[src/logic/rsr_pkg.sv]
package rsr_pkg;

   ////////////////////////////////////////////////////////////////////////
   // Register indices; the byte address is four times the index
   localparam logic [15:0] IDX_CMD = 16'h00FC;
   localparam logic [15:0] IDX_RD_HIGH = 16'h2602;
   localparam logic [15:0] IDX_RD_LOW = 16'h2603;
   localparam logic [15:0] IDX_SEL_THIRD = 16'h2709;
   localparam logic [15:0] IDX_SEL_FIRST_SECOND = 16'h270A;
   localparam logic [15:0] IDX_IRQ_STATUS = 16'h0100;
   localparam logic [15:0] IDX_IRQ_ENABLE = 16'h0101;
   localparam logic [15:0] IDX_IRQ_CLEAR = 16'h0102;

   // Byte addresses on the bus
   localparam logic [15:0] ADDR_CMD = {IDX_CMD[13:0], 2'b00};
   localparam logic [15:0] ADDR_RD_HIGH = {IDX_RD_HIGH[13:0], 2'b00};
   localparam logic [15:0] ADDR_RD_LOW = {IDX_RD_LOW[13:0], 2'b00};
   localparam logic [15:0] ADDR_SEL_THIRD = {IDX_SEL_THIRD[13:0], 2'b00};
   localparam logic [15:0] ADDR_SEL_FS = {IDX_SEL_FIRST_SECOND[13:0], 2'b00};
   localparam logic [15:0] ADDR_IRQ_STATUS = {IDX_IRQ_STATUS[13:0], 2'b00};
   localparam logic [15:0] ADDR_IRQ_ENABLE = {IDX_IRQ_ENABLE[13:0], 2'b00};
   localparam logic [15:0] ADDR_IRQ_CLEAR = {IDX_IRQ_CLEAR[13:0], 2'b00};

   ////////////////////////////////////////////////////////////////////////
   // Field positions
   localparam int CMD_CODE_LSB = 2;
   localparam int CMD_PHASE_LSB = 0;
   localparam int CMD_READ_PARITY_ERROR_BIT = 6;
   localparam int SEL_FIRST_LSB = 0;
   localparam int SEL_SECOND_LSB = 4;
   localparam int SEL_THIRD_LSB = 0;
   localparam int PAIR_ENABLE_LSB = 3;
   localparam int IRQ_DONE_BIT = 0;
   localparam int IRQ_PERR_BIT = 1;
   localparam int IRQ_TIMEOUT_BIT = 2;
   localparam int IRQ_W = 3;

   // Reset values and masks
   localparam logic [7:0] RST_BYTE = 8'h00;
   localparam logic [15:0] RST_WORD = 16'h0000;
   localparam logic [IRQ_W-1:0] RST_IRQ = 3'h0;
   localparam logic [7:0] SEL_FS_MASK = 8'h77;

   ////////////////////////////////////////////////////////////////////////
   // Command and phase codes
   localparam logic [2:0] CODE_CMD1 = 3'h1;
   localparam logic [2:0] CODE_CMD2 = 3'h2;
   localparam logic [2:0] CODE_NONE = 3'h0;
   localparam logic [1:0] PHASE_NONE = 2'h0;
   localparam logic [1:0] PHASE_FIRST = 2'h1;
   localparam logic [1:0] PHASE_SECOND = 2'h2;
   localparam logic [1:0] PHASE_THIRD = 2'h3;

   // Bus responses
   localparam logic [1:0] RESP_OKAY = 2'h0;
   localparam logic [1:0] RESP_SLVERR = 2'h2;

   ////////////////////////////////////////////////////////////////////////
   // Timing
   localparam int CLK_PERIOD_NS = 10;
   localparam int PULSE_PERIOD_NS = 1000;
   localparam int PULSE_CYCLES = PULSE_PERIOD_NS / CLK_PERIOD_NS;
   localparam int TIMEOUT_US = 100;
   localparam int TIMEOUT_CYCLES = TIMEOUT_US * 1000 / CLK_PERIOD_NS;

   // Transaction sequencer, Gray along the usual path
   typedef enum logic [1:0] {
      ST_IDLE = 2'b00,
      ST_SEND = 2'b01,
      ST_WAIT = 2'b11,
      ST_DONE = 2'b10
   } rsr_state_t;

endpackage

[src/logic/rsr_remote_read.sv]
`timescale 1ns/1ns
module rsr_remote_read #(
   parameter int TIMEOUT_CYCLES = rsr_pkg::TIMEOUT_CYCLES,
   parameter int PULSE_DIV = rsr_pkg::PULSE_CYCLES
) (
   input wire logic CLK,
   input wire logic SRST,
   // AXI4-Lite slave
   input wire logic [15:0] AWADDR,
   input wire logic AWVALID,
   output logic AWREADY,
   input wire logic [31:0] WDATA,
   input wire logic [3:0] WSTRB,
   input wire logic WVALID,
   output logic WREADY,
   output logic [1:0] BRESP,
   output logic BVALID,
   input wire logic BREADY,
   input wire logic [15:0] ARADDR,
   input wire logic ARVALID,
   output logic ARREADY,
   output logic [31:0] RDATA,
   output logic [1:0] RRESP,
   output logic RVALID,
   input wire logic RREADY,
   // Sensor link, request side
   output logic LINK_REQ,
   output logic [2:0] LINK_CODE,
   output logic [2:0] LINK_SEL,
   output logic [1:0] LINK_PAIR,
   // Sensor link, reply side
   input wire logic LINK_RX_VALID,
   input wire logic [15:0] LINK_RX_DATA,
   input wire logic LINK_RX_PARITY,
   // Power pulse strobes, one per input pair
   output logic [2:0] POWER_PULSE,
   // Interrupt
   output logic IRQ
);

   localparam int TW = $clog2(TIMEOUT_CYCLES + 1);

   generate
      if (TIMEOUT_CYCLES < 2) begin : g_bad_tmo
         $error("TIMEOUT_CYCLES must be at least 2");
      end
   endgenerate

   ////////////////////////////////////////////////////////////////////////
   // State

   typedef struct packed {
      // Bus side
      logic aw_hold;
      logic w_hold;
      logic [15:0] waddr;
      logic [7:0] wbyte;
      logic wlane;
      logic bvalid;
      logic [1:0] bresp;
      logic rvalid;
      logic [1:0] rresp;
      logic [7:0] rbyte;
      // Registers
      logic [2:0] cmd_code;
      logic [1:0] cmd_phase;
      logic read_parity_error;
      logic [7:0] sel_fs;
      logic [7:0] sel_third;
      logic [15:0] rd_buf;
      logic [rsr_pkg::IRQ_W-1:0] irq_stat;
      logic [rsr_pkg::IRQ_W-1:0] irq_en;
      // Sequencer
      rsr_pkg::rsr_state_t state;
      logic [2:0] link_code;
      logic [2:0] link_sel;
      logic [1:0] link_pair;
      logic [TW-1:0] tmo_cnt;
      logic [2:0] pulse;
   } rsr_state_rec_t;

   rsr_state_rec_t s_reg;
   rsr_state_rec_t s_next;

   logic pulse_tick;

   // Power pulse rate, fixes the sensor converter's sample rate
   rsr_pulse_div #(
      .DIV(PULSE_DIV)
   ) u_div (
      .clk(CLK),
      .srst(SRST),
      .tick(pulse_tick)
   );

   ////////////////////////////////////////////////////////////////////////
   // Helpers

   // Map the raw reply into the read buffer layout
   function automatic logic [15:0] fmt_reply(
      input logic [2:0] code,
      input logic [2:0] sel,
      input logic [15:0] raw
   );
      logic [15:0] r;
      r = raw;
      if (code == rsr_pkg::CODE_CMD1) begin
         if (sel[2:1] == 2'b00) begin
            r = {7'h00, raw[7], raw[6:0], 1'b0};
         end else if (sel[2:1] == 2'b11) begin
            r = raw;
         end
      end else begin
         unique case (sel[2:1])
            2'b00: r = {{5{raw[10]}}, raw[10:0]};
            2'b01: r = {8'h00, raw[7:0]};
            2'b10: r = {raw[7:0], 8'h00};
            2'b11: r = raw;
         endcase
      end
      return r;
   endfunction

   // Selector that belongs to a phase code
   function automatic logic [2:0] pick_sel(
      input logic [1:0] phase,
      input logic [7:0] fs,
      input logic [7:0] third
   );
      logic [2:0] s;
      s = third[rsr_pkg::SEL_THIRD_LSB +: 3];
      if (phase == rsr_pkg::PHASE_FIRST) begin
         s = fs[rsr_pkg::SEL_FIRST_LSB +: 3];
      end else if (phase == rsr_pkg::PHASE_SECOND) begin
         s = fs[rsr_pkg::SEL_SECOND_LSB +: 3];
      end
      return s;
   endfunction

   ////////////////////////////////////////////////////////////////////////
   // Next state

   always_comb begin
      logic aw_fire;
      logic w_fire;
      logic ar_fire;
      logic do_wr;
      logic wr_cmd;
      logic start;
      logic [2:0] new_code;
      logic [1:0] new_phase;
      logic perr_clr;
      logic perr_set;
      logic [rsr_pkg::IRQ_W-1:0] irq_set;
      logic [rsr_pkg::IRQ_W-1:0] irq_clr;
      logic par_bad;
      aw_fire = AWVALID && !s_reg.aw_hold && !s_reg.bvalid;
      w_fire = WVALID && !s_reg.w_hold && !s_reg.bvalid;
      ar_fire = ARVALID && !s_reg.rvalid;
      do_wr = s_reg.aw_hold && s_reg.w_hold && s_reg.wlane;
      wr_cmd = do_wr && (s_reg.waddr == rsr_pkg::ADDR_CMD);
      new_code = s_reg.wbyte[rsr_pkg::CMD_CODE_LSB +: 3];
      new_phase = s_reg.wbyte[rsr_pkg::CMD_PHASE_LSB +: 2];
      start = 1'b0;
      perr_clr = 1'b0;
      perr_set = 1'b0;
      irq_set = rsr_pkg::RST_IRQ;
      irq_clr = rsr_pkg::RST_IRQ;
      par_bad = ^{LINK_RX_DATA, LINK_RX_PARITY};
      s_next = s_reg;
      s_next.pulse = 3'h0;

      // Write address and data are taken in either order
      if (aw_fire) begin
         s_next.aw_hold = 1'b1;
         s_next.waddr = AWADDR;
      end
      if (w_fire) begin
         s_next.w_hold = 1'b1;
         s_next.wbyte = WDATA[7:0];
         s_next.wlane = WSTRB[0];
      end

      // Commit a write once both halves are in
      if (s_reg.aw_hold && s_reg.w_hold) begin
         s_next.aw_hold = 1'b0;
         s_next.w_hold = 1'b0;
         s_next.bvalid = 1'b1;
         s_next.bresp = rsr_pkg::RESP_OKAY;
         unique case (s_reg.waddr)
            rsr_pkg::ADDR_CMD, rsr_pkg::ADDR_RD_HIGH,
            rsr_pkg::ADDR_RD_LOW, rsr_pkg::ADDR_SEL_THIRD,
            rsr_pkg::ADDR_SEL_FS, rsr_pkg::ADDR_IRQ_STATUS,
            rsr_pkg::ADDR_IRQ_ENABLE, rsr_pkg::ADDR_IRQ_CLEAR: begin
            end
            default: s_next.bresp = rsr_pkg::RESP_SLVERR;
         endcase
      end
      if (s_reg.bvalid && BREADY) begin
         s_next.bvalid = 1'b0;
      end

      // Register side effects of a write
      if (do_wr) begin
         if (s_reg.waddr == rsr_pkg::ADDR_SEL_FS) begin
            s_next.sel_fs = s_reg.wbyte & rsr_pkg::SEL_FS_MASK;
         end
         if (s_reg.waddr == rsr_pkg::ADDR_SEL_THIRD) begin
            s_next.sel_third = s_reg.wbyte;
         end
         if (s_reg.waddr == rsr_pkg::ADDR_IRQ_ENABLE) begin
            s_next.irq_en = s_reg.wbyte[rsr_pkg::IRQ_W-1:0];
         end
         if (s_reg.waddr == rsr_pkg::ADDR_IRQ_CLEAR) begin
            irq_clr = s_reg.wbyte[rsr_pkg::IRQ_W-1:0];
         end
      end

      // Command register: parity flag clear and command start
      if (wr_cmd) begin
         perr_clr = !s_reg.wbyte[rsr_pkg::CMD_READ_PARITY_ERROR_BIT];
         if (s_reg.state == rsr_pkg::ST_IDLE &&
             (new_code == rsr_pkg::CODE_CMD1 ||
              new_code == rsr_pkg::CODE_CMD2) &&
             new_phase != rsr_pkg::PHASE_NONE) begin
            start = 1'b1;
         end
      end

      // Transaction sequencer
      unique case (s_reg.state)
         rsr_pkg::ST_IDLE: begin
            if (start) begin
               s_next.cmd_code = new_code;
               s_next.cmd_phase = new_phase;
               s_next.link_code = new_code;
               s_next.link_pair = new_phase;
               s_next.link_sel = pick_sel(new_phase, s_reg.sel_fs,
                                          s_reg.sel_third);
               s_next.state = rsr_pkg::ST_SEND;
            end
         end
         rsr_pkg::ST_SEND: begin
            s_next.tmo_cnt = '0;
            s_next.state = rsr_pkg::ST_WAIT;
         end
         rsr_pkg::ST_WAIT: begin
            if (LINK_RX_VALID) begin
               s_next.rd_buf = fmt_reply(s_reg.link_code, s_reg.link_sel,
                                         LINK_RX_DATA);
               perr_set = par_bad;
               irq_set[rsr_pkg::IRQ_PERR_BIT] = par_bad;
               s_next.state = rsr_pkg::ST_DONE;
            end else if (s_reg.tmo_cnt == TW'(TIMEOUT_CYCLES - 1)) begin
               irq_set[rsr_pkg::IRQ_TIMEOUT_BIT] = 1'b1;
               s_next.state = rsr_pkg::ST_DONE;
            end else begin
               s_next.tmo_cnt = s_reg.tmo_cnt + 1'b1;
            end
         end
         rsr_pkg::ST_DONE: begin
            s_next.cmd_code = rsr_pkg::CODE_NONE;
            irq_set[rsr_pkg::IRQ_DONE_BIT] = 1'b1;
            s_next.state = rsr_pkg::ST_IDLE;
         end
      endcase

      // Sticky flags, a set in the same cycle beats a clear
      s_next.read_parity_error = perr_set || (s_reg.read_parity_error && !perr_clr);
      s_next.irq_stat = irq_set | (s_reg.irq_stat & ~irq_clr);

      // Power pulses only on enabled pairs
      if (pulse_tick) begin
         s_next.pulse =
            s_reg.sel_third[rsr_pkg::PAIR_ENABLE_LSB +: 3];
      end

      // Read channel
      if (s_reg.rvalid && RREADY) begin
         s_next.rvalid = 1'b0;
      end
      if (ar_fire) begin
         s_next.rvalid = 1'b1;
         s_next.rresp = rsr_pkg::RESP_OKAY;
         s_next.rbyte = rsr_pkg::RST_BYTE;
         unique case (ARADDR)
            rsr_pkg::ADDR_CMD: begin
               s_next.rbyte[rsr_pkg::CMD_READ_PARITY_ERROR_BIT] = s_reg.read_parity_error;
               s_next.rbyte[rsr_pkg::CMD_CODE_LSB +: 3] =
                  s_reg.cmd_code;
               s_next.rbyte[rsr_pkg::CMD_PHASE_LSB +: 2] = s_reg.cmd_phase;
            end
            rsr_pkg::ADDR_RD_HIGH: s_next.rbyte = s_reg.rd_buf[15:8];
            rsr_pkg::ADDR_RD_LOW: s_next.rbyte = s_reg.rd_buf[7:0];
            rsr_pkg::ADDR_SEL_THIRD: s_next.rbyte = s_reg.sel_third;
            rsr_pkg::ADDR_SEL_FS: s_next.rbyte = s_reg.sel_fs;
            rsr_pkg::ADDR_IRQ_STATUS: begin
               s_next.rbyte[rsr_pkg::IRQ_W-1:0] = s_reg.irq_stat;
            end
            rsr_pkg::ADDR_IRQ_ENABLE: begin
               s_next.rbyte[rsr_pkg::IRQ_W-1:0] = s_reg.irq_en;
            end
            rsr_pkg::ADDR_IRQ_CLEAR: begin
            end
            default: s_next.rresp = rsr_pkg::RESP_SLVERR;
         endcase
      end
   end

   ////////////////////////////////////////////////////////////////////////
   // State register

   always_ff @(posedge CLK) begin
      if (SRST) begin
         s_reg <= '0;
         s_reg.state <= rsr_pkg::ST_IDLE;
         s_reg.sel_fs <= rsr_pkg::RST_BYTE;
         s_reg.sel_third <= rsr_pkg::RST_BYTE;
         s_reg.rd_buf <= rsr_pkg::RST_WORD;
         s_reg.irq_stat <= rsr_pkg::RST_IRQ;
         s_reg.irq_en <= rsr_pkg::RST_IRQ;
      end else begin
         s_reg <= s_next;
      end
   end

   ////////////////////////////////////////////////////////////////////////
   // Outputs

   // Bus handshakes
   assign AWREADY = !s_reg.aw_hold && !s_reg.bvalid;
   assign WREADY = !s_reg.w_hold && !s_reg.bvalid;
   assign BVALID = s_reg.bvalid;
   assign BRESP = s_reg.bresp;
   assign ARREADY = !s_reg.rvalid;
   assign RVALID = s_reg.rvalid;
   assign RRESP = s_reg.rresp;
   assign RDATA = {24'h00_0000, s_reg.rbyte};

   // Link request strobe lasts the single send state
   assign LINK_REQ = (s_reg.state == rsr_pkg::ST_SEND);
   assign LINK_CODE = s_reg.link_code;
   assign LINK_SEL = s_reg.link_sel;
   assign LINK_PAIR = s_reg.link_pair;
   assign POWER_PULSE = s_reg.pulse;

   // Level interrupt from enabled sticky status
   assign IRQ = |(s_reg.irq_stat & s_reg.irq_en);

endmodule

[src/logic/rsr_pulse_div.sv]
`timescale 1ns/1ns
module rsr_pulse_div #(
   parameter int DIV = rsr_pkg::PULSE_CYCLES
) (
   input wire logic clk,
   input wire logic srst,
   output logic tick
);

   localparam int CW = $clog2(DIV);

   generate
      if (DIV < 2) begin : g_bad
         $error("rsr_pulse_div needs DIV of at least 2");
      end
   endgenerate

   typedef struct packed {
      logic [CW-1:0] cnt;
      logic tick;
   } rsr_div_t;

   rsr_div_t s_reg;
   rsr_div_t s_next;

   // Count down one period, strobe at wrap
   always_comb begin
      s_next = s_reg;
      s_next.tick = 1'b0;
      if (s_reg.cnt == '0) begin
         s_next.cnt = CW'(DIV - 1);
         s_next.tick = 1'b1;
      end else begin
         s_next.cnt = s_reg.cnt - 1'b1;
      end
   end

   // State register
   always_ff @(posedge clk) begin
      if (srst) begin
         s_reg <= '0;
      end else begin
         s_reg <= s_next;
      end
   end

   assign tick = s_reg.tick;

endmodule

[config.mk]
export PLATFORM = sky130hd
export DESIGN_NAME = rsr_remote_read
export DESIGN_NICKNAME = d
export VERILOG_FILES = /design/src/logic/rsr_pkg.sv /design/src/logic/rsr_remote_read.sv /design/src/logic/rsr_pulse_div.sv
export SDC_FILE = /design/constraint.sdc
export NUM_CORES = 1
export LEC_CHECK = 0
export BUFFER_PORTS_ARGS = -buffer_cell sky130_fd_sc_hd__buf_2
export CORE_AREA = 2 2 157 159
export DETAILED_ROUTE_END_ITERATION = 10
export DIE_AREA = 0 0 159 161
export PLACE_DENSITY_LB_ADDON = 0.3
export SLEW_MARGIN = 20
export SYNTH_ARGS = -nofsm -noshare
export SYNTH_HDL_FRONTEND = slang
export SYNTH_SLANG_ARGS = --single-unit
[constraint.sdc]
create_clock -name CLK -period 3.25 [get_ports CLK]
set_input_delay 0 -clock CLK [delete_from_list [all_inputs] [get_ports CLK]]
set_output_delay 0 -clock CLK [all_outputs]
set_load 0.005 [all_outputs]
==> metrics.md, run 1 <==
| Metric | Value |
|---|---|
| Net Sw Frac | `25.3%` |
| Vias/cell | `4.54` |
| Gr usage total | `12.5%` |
| Setup bufs post-CTS | `0` |
| Global-route wire length before repair | `25600 um` |
| Final GP Congestion | `0.808` |
| Worst Clk Skew | `0.00704 ns` |
| GRT overflow | `0` |
| Initial DRC Count | `around 290` |
| Drt wl/cell | `13.7 um` |
| Most common cell after layout, fill and taps aside | `dfxtp_1` |
| Fill cell count | `2575` |
| Reg2Reg Setup Slack | `0.75 ns` |
| TritonRoute pass-1 iters | `5` |
| Delay-heaviest family, CP | `simple AND/OR/NAND/NOR gates` |
| Status | `completed` |
| Starting density of the core | `between 20% and 30%` |
| CTS Buf Count | `17` |
| Final Critical Period | `2.50 ns` |
| DP Wirelength | `between 10000 and 15000 um` |
| Dominant synthesized flop cell | `dfxtp_1` |
| Comb power frac | `a little under an eighth` |
| Max Cap Viol | `0` |
| Worst Path Required | `3.60 ns` |
| Cells after Synth | `between 600 and 700` |
| Final Hold Fails | `0` |
| Worst-path clk slew | `0.05 ns` |
| Max clock buf depth | `2` |
| Placement Cell Area | `6380 um^2` |
| # placed instances | `between 1000 and 1500` |
| RSZ-0062 raised after global routing | `no` |
| Max FFs per register | `83` |
| Core Util, Final | `30.8%` |
| Clock H-tree levels | `4` |
| PortBufs | `93` |
| DIE WIDTH | `159 um` |
| Yosys warns | `0` |
| Async SR Flop Fraction | `0%` |
| Relative slew margins | `41.4%` |
| Pin count of the biggest net entering global routing | `38` |
| Post-cts repair resize count | `0` |
| Area Overhead vs Synth | `25.4%` |
| Mean post-synth cell area | `8.44 um^2` |
| WP buf/inv | `1` |
| CP max stage cell | `nor3b_1` |
| Critical Path AT | `roughly 2.9 ns` |
| Worst setup path class | `reg2reg` |
| Internal power | `2.76 mW` |
| Setup WS pre-CTS | `0.892 ns` |
| # rows | `57` |
| Initial antenna violation count | `0` |
| Ranking of synthesized cells by area | `dfxtp_1 (39%), buf_4 (6.1%), nand2_1 (5.9%), a21oi_1 (5.4%), nor2_1 (4.3%)` |
| Synthesized area | `about 5900 um^2` |
| Leakage power | `2.79 nW` |
| Post-DRT Antenna Nets | `0` |
| Slew Limit Fails | `0` |
| Non-filler cells, final | `1140` |
| Max frequency | `~400 MHz` |
| Core area | `24000 um^2` |
| I/O pins | `147` |
| Post-Route WL | `15600 um` |
| Total power | `3.70 mW` |
| Maximum fanout along the worst path | `18` |
| Reg power frac | `41.3%` |
| Nets | `899` |
| Sink Count | `114` |
| Number of global-route vias before repair | `4919` |
| Synth cell types | `75` |
| Clock power share | `approximately 47%` |
| Worst VDD drop | `between 0.2 and 0.3 mV` |
| Fin area | `between 7000 and 8000 um^2` |
| Post-synth EDFFs | `0` |
| Slowest cell delay on critical path | `0.75 ns` |
| Final WS setup | `approximately 0.75 ns` |
| Min-Delay Path Class | `in2reg` |
| Power Density | `502 nW/um^2` |
| Synth area leader | `dfxtp_1` |
| Switch Pwr | `934 uW` |
| Cts hold-fix bufs | `between 40 and 50` |
| CTS tree | `built` |
| Share of cells above drive strength 1 | `18.5%` |
| Seq/Total Area, Yosys | `38.8%` |
| Chip Height | `161 um` |
| Clk Latency, worst-skew pair | `between 0.4 and 0.5 ns` |
| CP Capture Type | `register` |
| Register bit count reported by yosys | `roughly 110` |
| Die Area | `about 26000 um^2` |
| Fin crit share | `between 70% and 80%` |
| TNS Setup | `0 ns` |
| Via Count | `5178` |
| Slew @ Worst Pin | `a little under 0.9 ns` |
| Setup violations, final | `0` |
| Root Buffer | `clkbuf_16` |
| Worst hold margin | `0.0125 ns` |
| Most frequent cells in the layout | `dfxtp_1 (114), nand2_1 (92), buf_2 (92), nor2_1 (67), a21oi_1 (63)` |
| DRC viols | `0` |
| Crit-path cells | `nor3b_1 -> a21oi_1 -> a211oi_1 -> dlygate4sd3_1` |
| Synth top area share | `38.8%` |
| Critical Path Start Type | `register` |
| Ant diodes | `0` |
-- Yosys cell counts (all sizes together), types with 3 or more instances --
library cell,instances
nor4b,5
ha,3
dfxtp,114
nor2b,10
nand3,9
xor2,3
nor3,29
a211o,4
clkbuf,25
o211ai,3
nor4,16
a21oi,64
mux2,6
o21ai,12
mux2i,25
a22oi,14
and2,7
or2,4
nand2b,4
a211oi,18
nor3b,3
nand3b,3
and3,5
nand4,4
a221oi,9
or4,8
a31o,3
nand2,92
o31ai,8
nor2,67
or3,5
inv,13
xnor2,15
a2111oi,3
buf,52
-- power groups by stage --
stage / sequential (mW) / combinational (mW) / clock [mW]
6_report: 1.53 / 0.444 / 1.72
3_3_place_gp: 1.56 / 0.404 / 0
4_1_cts: 1.53 / 0.448 / 1.77
2_1_floorplan: 1.54 / 0.329 / 0
3_5_place_dp: 1.56 / 0.407 / 0
5_1_grt: 1.54 / 0.504 / 1.83
-- worst register-to-register path: stages, from the launching register on --
cell           delay [ns]
dfxtp_1              0.71
nor3b_1              0.76
a21oi_1              0.15
a211oi_1             0.25
dlygate4sd3_1        0.57
-- logic make-up (layout without fill, tap and decap cells) --
group	count (synthesis)	in the layout	share of synthesized area, %
mux	31	31	5.41
simple gates	282	282	24.8
xor+xnor	20	20	3.45
flops	114	114	38.8
other cells	1	26	0.0638
buf+inv	90	185	9.09
fa+ha+maj	4	4	0.809
compound gates	154	154	17.6
-- layout make-up --
| class | count | area (um^2) | share of cell area (%) |
|---|---|---|---|
| clock buffers | 21 | 460 | 6.25 |
| repair buffers | 140 | 931 | 12.6 |
| inverters | 13 | 48.8 | 0.662 |
| well taps | 324 | 405 | 5.50 |
| multi-input cells | 517 | 3150 | 42.8 |
| flip-flops and latches | 114 | 2280 | 31.0 |
| clock inverters | 11 | 87.6 | 1.19 |
-- metal layers --
layer	track usage [%]	up-vias	share of wire, %
li1	-	2657	-
met1	15.9	2366	47
met2	20.8	134	47
met3	3.39	21	4.8
met4	3.39	0	1.7
met5	0	-	0
-- path summary, 6_finish.rpt --
path	start	to	cells past startpoint
worst max-delay path	LINK_SEL[2]$_SDFFE_PP0P_	s_reg[43]$_SDFFE_PP0P_	4
worst min register to register	RRESP[1]$_SDFFE_PP0P_	RRESP[1]$_SDFFE_PP0P_	2
worst min-delay path	LINK_RX_DATA[12]	s_reg[45]$_SDFFE_PP0P_	3
worst max register to register	LINK_SEL[2]$_SDFFE_PP0P_	s_reg[43]$_SDFFE_PP0P_	4
(Power assumes the default switching activity.)
==> inputs of run 2 (changes only) <==
--- a/config.mk
+++ b/config.mk
@@ -5,10 +5,11 @@
 export SDC_FILE = /design/constraint.sdc
 export NUM_CORES = 1
 export LEC_CHECK = 0
+export ABC_AREA = 1
 export BUFFER_PORTS_ARGS = -buffer_cell sky130_fd_sc_hd__buf_2
-export CORE_AREA = 2 2 157 159
+export CORE_AREA = 2 2 160 162
 export DETAILED_ROUTE_END_ITERATION = 10
-export DIE_AREA = 0 0 159 161
+export DIE_AREA = 0 0 162 164
 export PLACE_DENSITY_LB_ADDON = 0.3
 export SLEW_MARGIN = 20
 export SYNTH_ARGS = -nofsm -noshare
==> constraint.sdc (replaced) <==
create_clock -name CLK -period 2.59 [get_ports CLK]
set_input_delay 0 -clock CLK [delete_from_list [all_inputs] [get_ports CLK]]
set_output_delay 0 -clock CLK [all_outputs]
set_load 0.005 [all_outputs]
==> run 2 against run 1 <==
Effect of this change:
- area after synthesis is 4.3% higher
- first-iteration DRC count is 21% higher
- synthesized cell count is 28% higher
- critical endpoint is now s_reg[47]$_SDFFE_PP0P_
- wire length is 10% higher
- fmax is 14% higher
- global-route usage is 0.52 points higher
- combinational power is 31% higher
- sequential cell count stayed put
- setup slack worse by 0.35 ns
- design area is 4.4% higher
- final cell count is 18% higher
- clock skew is 0.0025 ns higher
- highest routed layer unchanged
==> metrics.md, run 2 <==
| Metric | Value |
|---|---|
| Status | `completed` |
| DIE WIDTH | `roughly 160 um` |
| Max FFs per register | `83` |
| Power Density | `622 nW/um^2` |
| Hold path depth | `4` |
| Leakage power | `roughly 3.3 nW` |
| # rows | `58` |
| Register bit count reported by yosys | `114` |
| GRT overflow | `0` |
| Post-synth EDFFs | `0` |
| Switch Pwr | `1.25 mW` |
| Mean post-synth cell area | `6.88 um^2` |
| I/O pins | `147` |
| Worst-path clk slew | `0.06 ns` |
| Setup bufs post-CTS | `0` |
| Yosys warns | `0` |
| Root Buffer | `clkbuf_16` |
| Worst Path Required | `2.89 ns` |
| TritonRoute pass-1 iters | `5` |
| FF+latch area | `2280 um^2` |
| Cts hold-fix bufs | `44` |
| Pin count of the biggest net entering global routing | `56` |
| Slew @ Worst Pin | `roughly 0.86 ns` |
| Relative slew margins | `42.3%` |
| Max Cap Viol | `0` |
| Reg-to-Reg End | `s_reg[47]$_SDFFE_PP0P_` |
| Via Count | `5901` |
| Main combinational cell family by area after synthesis | `simple AND/OR/NAND/NOR gates` |
| R2R Path Start | `s_reg[26]$_SDFFE_PP0P_` |
| Worst hold start | `ARADDR[2]` |
| Net Sw Frac | `26.2%` |
| Internal power | `3.53 mW` |
| CTS Buf Count | `17` |
| Gr usage total | `between 10% and 20%` |
| Final GP Congestion | `0.811` |
| Area of the multi-input gates | `roughly 3000 um^2` |
| Nets | `1102` |
| RSZ-0062 raised after global routing | `no` |
| CP Launch Point | `s_reg[26]$_SDFFE_PP0P_` |
| Ant diodes | `0` |
| Core area | `around 25000 um^2` |
| Top cells by count, synth | `nand2_1 (159), dfxtp_1 (114), nor2_1 (111)` |
| Worst Clk Skew | `~0.0096 ns` |
| Worst hold margin | `between 0.02 and 0.025 ns` |
| Ranking of synthesized cells by area | `dfxtp_1 (37%), nand2_1 (9.7%), nor2_1 (6.8%), inv_1 (6.7%), buf_4 (5.9%)` |
| Fill cell count | `roughly 2700` |
| Final Hold Fails | `0` |
| Slew Limit Fails | `0` |
| Min-Delay Path Class | `in2reg` |
| Share of cells above drive strength 1 | `about 15%` |
| Worst reg-to-reg path cell count | `7` |
| Number of global-route vias before repair | `5359` |
| Reg2Reg Setup Slack | `0.40 ns` |
| Synth area leader | `dfxtp_1` |
| Vias/cell | `4.37` |
| Most common cell in the netlist | `nand2_1` |
| Synthesized area | `6130 um^2` |
| Comb power frac | `about an eighth` |
| PortBufs | `93` |
| Async SR Flop Fraction | `0%` |
| Critical Path Start Type | `register` |
| Initial DRC Count | `around 350` |
| Synth Area in Simple Gates | `between 20% and 30%` |
| Post-Route WL | `17200 um` |
| DP Wirelength | `approximately 13000 um` |
| Synth Area in XOR/XNOR | `1.71%` |
| Max frequency | `456 MHz` |
| Maximum fanout along the worst path | `27` |
| DRC viols | `0` |
| Global-route wire length before repair | `approximately 27000 um` |
| Clock H-tree levels | `4` |
| CP Capture Type | `register` |
| Most common cell after layout, fill and taps aside | `nand2_1` |
| Clock power share | `47.9%` |
| TNS Setup | `0 ns` |
| Starting density of the core | `24.7%` |
| Final Critical Period | `2.19 ns` |
| Fin crit share | `between 80 and 90%` |
| Setup violations, final | `0` |
| Initial antenna violation count | `0` |
| Synth top area share | `between 30% and 40%` |
| Dominant synthesized flop cell | `dfxtp_1` |
| Post-Synth Adder-Cell Area | `0.612%` |
| Worst setup path class | `reg2reg` |
| Core Util, Final | `31.0%` |
| Compound-Gate Fraction of Synth Area | `between 10% and 20%` |
| Max clock buf depth | `2` |
| CTS tree | `built` |
| Most frequent cells in the layout | `nand2_1 (159), dfxtp_1 (114), nor2_1 (111), inv_1 (110), buf_2 (93)` |
| Post-synthesis mux area share | `0%` |
| Post-DRT Antenna Nets | `0` |
| Seq/Total Area, Yosys | `37.2%` |
| Synth cell types | `46` |
| Total power | `about 4.8 mW` |
| Chip Height | `164 um` |
| Worst VDD drop | `between 0.3 and 0.4 mV` |
| Reg power frac | `39.9%` |
| Drt wl/cell | `12.8 um` |
| Die Area | `26600 um^2` |
| Hold path endpoint | `RDATA[4]$_SDFFE_PP0P_` |
| Cells after Synth | `891` |
| Post-cts repair resize count | `0` |
| Clk Latency, worst-skew pair | `0.42 ns` |
| Area Overhead vs Synth | `25.5%` |
| Critical Path AT | `2.49 ns` |
| Sink Count | `between 100 and 150` |
run 2: worst max path at each step:
stage,end,slack (ns),depth (start not counted)
after floorplan,s_reg[3]$_SDFFE_PP0P_,0.96,10
after global placement,s_reg[7]$_SDFFE_PP0P_,0.67,11
after detailed placement,s_reg[7]$_SDFFE_PP0P_,0.68,11
after CTS,s_reg[45]$_SDFFE_PP0P_,0.40,7
after global routing,s_reg[45]$_SDFFE_PP0P_,0.27,7
final,s_reg[47]$_SDFFE_PP0P_,0.40,7
run 2: layout make-up:
type | count | area share, %
Clock buffer | 22 | 6.03
Clock inverter | 10 | 1.41
Inverter | 114 | 5.56
Multi-Input combinational cell | 617 | 39.5
Sequential cell | 114 | 29.7
Tap cell | 330 | 5.37
Timing Repair Buffer | 142 | 12.4
run 2: power groups by stage:
stage	combinational (mW)	sequential, mW	clock, mW
5_1_grt	0.666	1.92	2.41
4_1_cts	0.583	1.91	2.34
3_5_place_dp	0.538	1.95	0
2_1_floorplan	0.409	1.93	0
6_report	0.580	1.91	2.29
3_3_place_gp	0.530	1.95	0
run 2: logic make-up (layout without fill, tap and decap cells):
kind of cell | after synthesis | in the layout
DFF | 114 | 114
buffers and inverters | 185 | 288
and+or+nand+nor | 395 | 395
adders and majority gates | 3 | 3
xor gates and xnor gates | 12 | 12
AOI/OAI and AO/OA | 181 | 181
other | 1 | 26
run 2: critical path, cell delays in order (launching register included):
cell and delay [ns]:
dfxtp_1 0.43, nand2_2 0.14, nor2_2 0.12, buf_4 0.30, o21ai_1 0.21, a21oi_1 0.16
a221oi_1 0.09, dlygate4sd3_1 0.61
run 2: routing by layer:
| layer | routed length (um) | global-route usage, % |
|---|---|---|
| met5 | 0 | 0 |
| met4 | 179 | 3.50 |
| met3 | 837 | 3.33 |
| met2 | 7710 | 21.1 |
| met1 | 8500 | 17.1 |
run 2: stage by stage:
step	cell area, um^2	setup WS (ns)	std cells
floorplan	6220	0.961	916
global placement	6680	0.672	1273
detailed placement	6680	0.677	1273
CTS	7690	0.402	1349
global route	7690	0.270	1349
finish	7690	0.398	1349
==> inputs of run 3 (changes only) <==
==> constraint.sdc (replaced) <==
create_clock -name CLK -period 2.2 [get_ports CLK]
set_input_delay 0 -clock CLK [delete_from_list [all_inputs] [get_ports CLK]]
set_output_delay 0 -clock CLK [all_outputs]
set_load 0.005 [all_outputs]
==> run 3 against run 2 <==
Effect of this change:
- fmax rose by 7.9%
- non-clock buffer count is 4 higher
- global-route usage is 0.29 points higher
- setup slack got worse by 0.23 ns
- register-to-register slack got worse by 0.23 ns
- first-iteration DRC count is 25% lower
==> metrics.md, run 3 (synthesized netlist as in run 2, its figures left out) <==
| Metric | Value |
|---|---|
| Status | `completed` |
| Critical Path Start Type | `register` |
| Max Cap Viol | `0` |
| Post-Route WL | `17300 um` |
| Leakage power | `between 3 and 4 nW` |
| Setup violations, final | `0` |
| Most common cell after layout, fill and taps aside | `nand2_1` |
| Maximum fanout along the worst path | `17` |
| R2R Path Start | `s_reg[26]$_SDFFE_PP0P_` |
| Worst Path Required | `around 2.6 ns` |
| Most used routing layer | `met2` |
| Die Area | `26600 um^2` |
| Max FFs per register | `83` |
| Most frequent cells in the layout | `nand2_1 (159), dfxtp_1 (114), inv_1 (110), nor2_1 (110), buf_2 (93)` |
| Hold path depth | `3` |
| FF+latch area | `2280 um^2` |
| Share of cells above drive strength 1 | `16.2%` |
| DP Wirelength | `13200 um` |
| Worst Clk Skew | `about 0.007 ns` |
| Nets | `1106` |
| Post-DRT Antenna Nets | `0` |
| Gr usage total | `13.3%` |
| Worst-path clk slew | `0.05 ns` |
| Relative slew margins | `58.8%` |
| Most used cell, CP | `buf_4` |
| Total power | `5.79 mW` |
| # rows | `58` |
| Area Overhead vs Synth | `26.4%` |
| Chip Height | `roughly 160 um` |
| PortBufs | `93` |
| TNS Setup | `0 ns` |
| Initial antenna violation count | `0` |
| Fin crit share | `92.3%` |
| I/O pins | `147` |
| Hold path endpoint | `s_reg[47]$_SDFFE_PP0P_` |
| DIE WIDTH | `162 um` |
| Drt wl/cell | `12.8 um` |
| Crit-path cells | `nand2_2 -> nor2_2 -> buf_4 -> buf_4 -> o21ai_0 -> a31oi_1 -> dlygate4sd3_1` |
| Final GP Congestion | `roughly 0.82` |
| Worst hold margin | `0.0165 ns` |
| Reg-to-Reg End | `s_reg[42]$_SDFFE_PP0P_` |
| Number of global-route vias before repair | `5568` |
| Vias/cell | `4.41` |
| Pin count of the biggest net entering global routing | `56` |
| Slowest cell delay on critical path | `between 0.5 and 0.6 ns` |
| RSZ-0062 raised after global routing | `no` |
| Ant diodes | `0` |
| Fill cell count | `between 2000 and 3000` |
| CP Capture Type | `register` |
| Max clock buf depth | `2` |
| Power Density | `747 nW/um^2` |
| Root Buffer | `clkbuf_16` |
| Slew Limit Fails | `0` |
| Clk Latency, worst-skew pair | `0.42 ns` |
| Reg2Reg Setup Slack | `0.17 ns` |
| Worst reg-to-reg path cell count | `7` |
| Core area | `around 25000 um^2` |
| Min-Delay Path Class | `in2reg` |
| Global-route wire length before repair | `27700 um` |
| Starting density of the core | `24.7%` |
| Clock H-tree levels | `4` |
| Max frequency | `492 MHz` |
| M1 GR Usage | `17.4%` |
| Final Hold Fails | `0` |
| Worst hold start | `LINK_RX_DATA[6]` |
| CP Launch Point | `s_reg[26]$_SDFFE_PP0P_` |
| GRT met2 Usage | `21.4%` |
| Worst VDD drop | `0.390 mV` |
| CP max stage cell | `dlygate4sd3_1` |
| GRT overflow | `0` |
| Worst setup path class | `reg2reg` |
| Via Count | `5961` |
| Final Critical Period | `~2 ns` |
| Setup bufs post-CTS | `0` |
| Slew @ Worst Pin | `slightly above 0.6 ns` |
| TritonRoute pass-1 iters | `7` |
| CTS tree | `built` |
| Area of the multi-input gates | `3040 um^2` |
| Initial DRC Count | `about 270` |
| Sink Count | `114` |
| DRC viols | `0` |
| CTS Buf Count | `17` |
| Global-route track usage on met3 | `about 3.4%` |
| Critical Path AT | `2.39 ns` |
-- run 3: cell types whose count changed in the layout (fill, tap and decap cells not counted), sizes merged --
cell and delta:
clkinv -1, bufinv +1, clkbuf -3, buf +5
clkinvlp +3, dlygate4sd3 -1
-- run 3: repair_timing --
action,CTS,global route
hold endpoints to repair,36,0
resized for setup,0,1
hold buffers,43,0
setup endpoints to repair,0,2
-- run 3: how the worst max path moves through the flow --
stage / endpoint / slack [ns] / cells after the start
floorplan: s_reg[3]$_SDFFE_PP0P_ / 0.57 / 10
finish: s_reg[42]$_SDFFE_PP0P_ / 0.17 / 7
detailed placement: s_reg[7]$_SDFFE_PP0P_ / 0.29 / 11
global route: s_reg[45]$_SDFFE_PP0P_ / 0.02 / 9
global placement: s_reg[7]$_SDFFE_PP0P_ / 0.31 / 11
CTS: s_reg[45]$_SDFFE_PP0P_ / 0.10 / 9
-- run 3: final cells by class --
type / count / share of cell area (%)
clock buffer: 19 / 5.84
clock inverter: 13 / 2.07
inverter: 114 / 5.52
multi-input combinational: 617 / 39.3
sequential: 114 / 29.4
tap: 330 / 5.33
timing repair buffer: 146 / 12.5
-- run 3: metal layers --
metal | up-vias | routed length, um | part of all wire, %
met5 | - | 0 | 0
met4 | 0 | 247 | 1.4
met2 | 133 | 7740 | 45
met1 | 2693 | 8390 | 48
met3 | 19 | 927 | 5.4
li1 | 3116 | - | -
-- run 3: report_power, final --
group          leakage [nW]  switching (mW)  internal (mW)  total [mW]
Sequential            0.927          0.0710           2.18        2.25
Combinational          2.09           0.417          0.269       0.685
Clock                 0.287            1.02           1.83        2.86
Total                  3.30            1.51           4.28        5.79
-- run 3: critical path: cells and delay by family, from the launching register on --
kind	cells	cell delay, ns
and+or+nand+nor	2	0.26
DFF	1	0.44
buffers and inverters	3	1.00
AOI/OAI and AO/OA	2	0.26
-- run 3: metrics by stage --
| step | setup slack (ns) | std cells | instance area, um^2 | util (%) |
|---|---|---|---|---|
| 2_1_floorplan | 0.571 | 916 | 6220 | - |
| 3_3_place_gp | 0.307 | 1278 | 6710 | 27.0 |
| 3_5_place_dp | 0.293 | 1278 | 6710 | 27.0 |
| 4_1_cts | 0.102 | 1353 | 7750 | 31.2 |
| 5_1_grt | 0.0232 | 1353 | 7750 | 31.2 |
| 6_report | 0.169 | 1353 | 7750 | 31.2 |
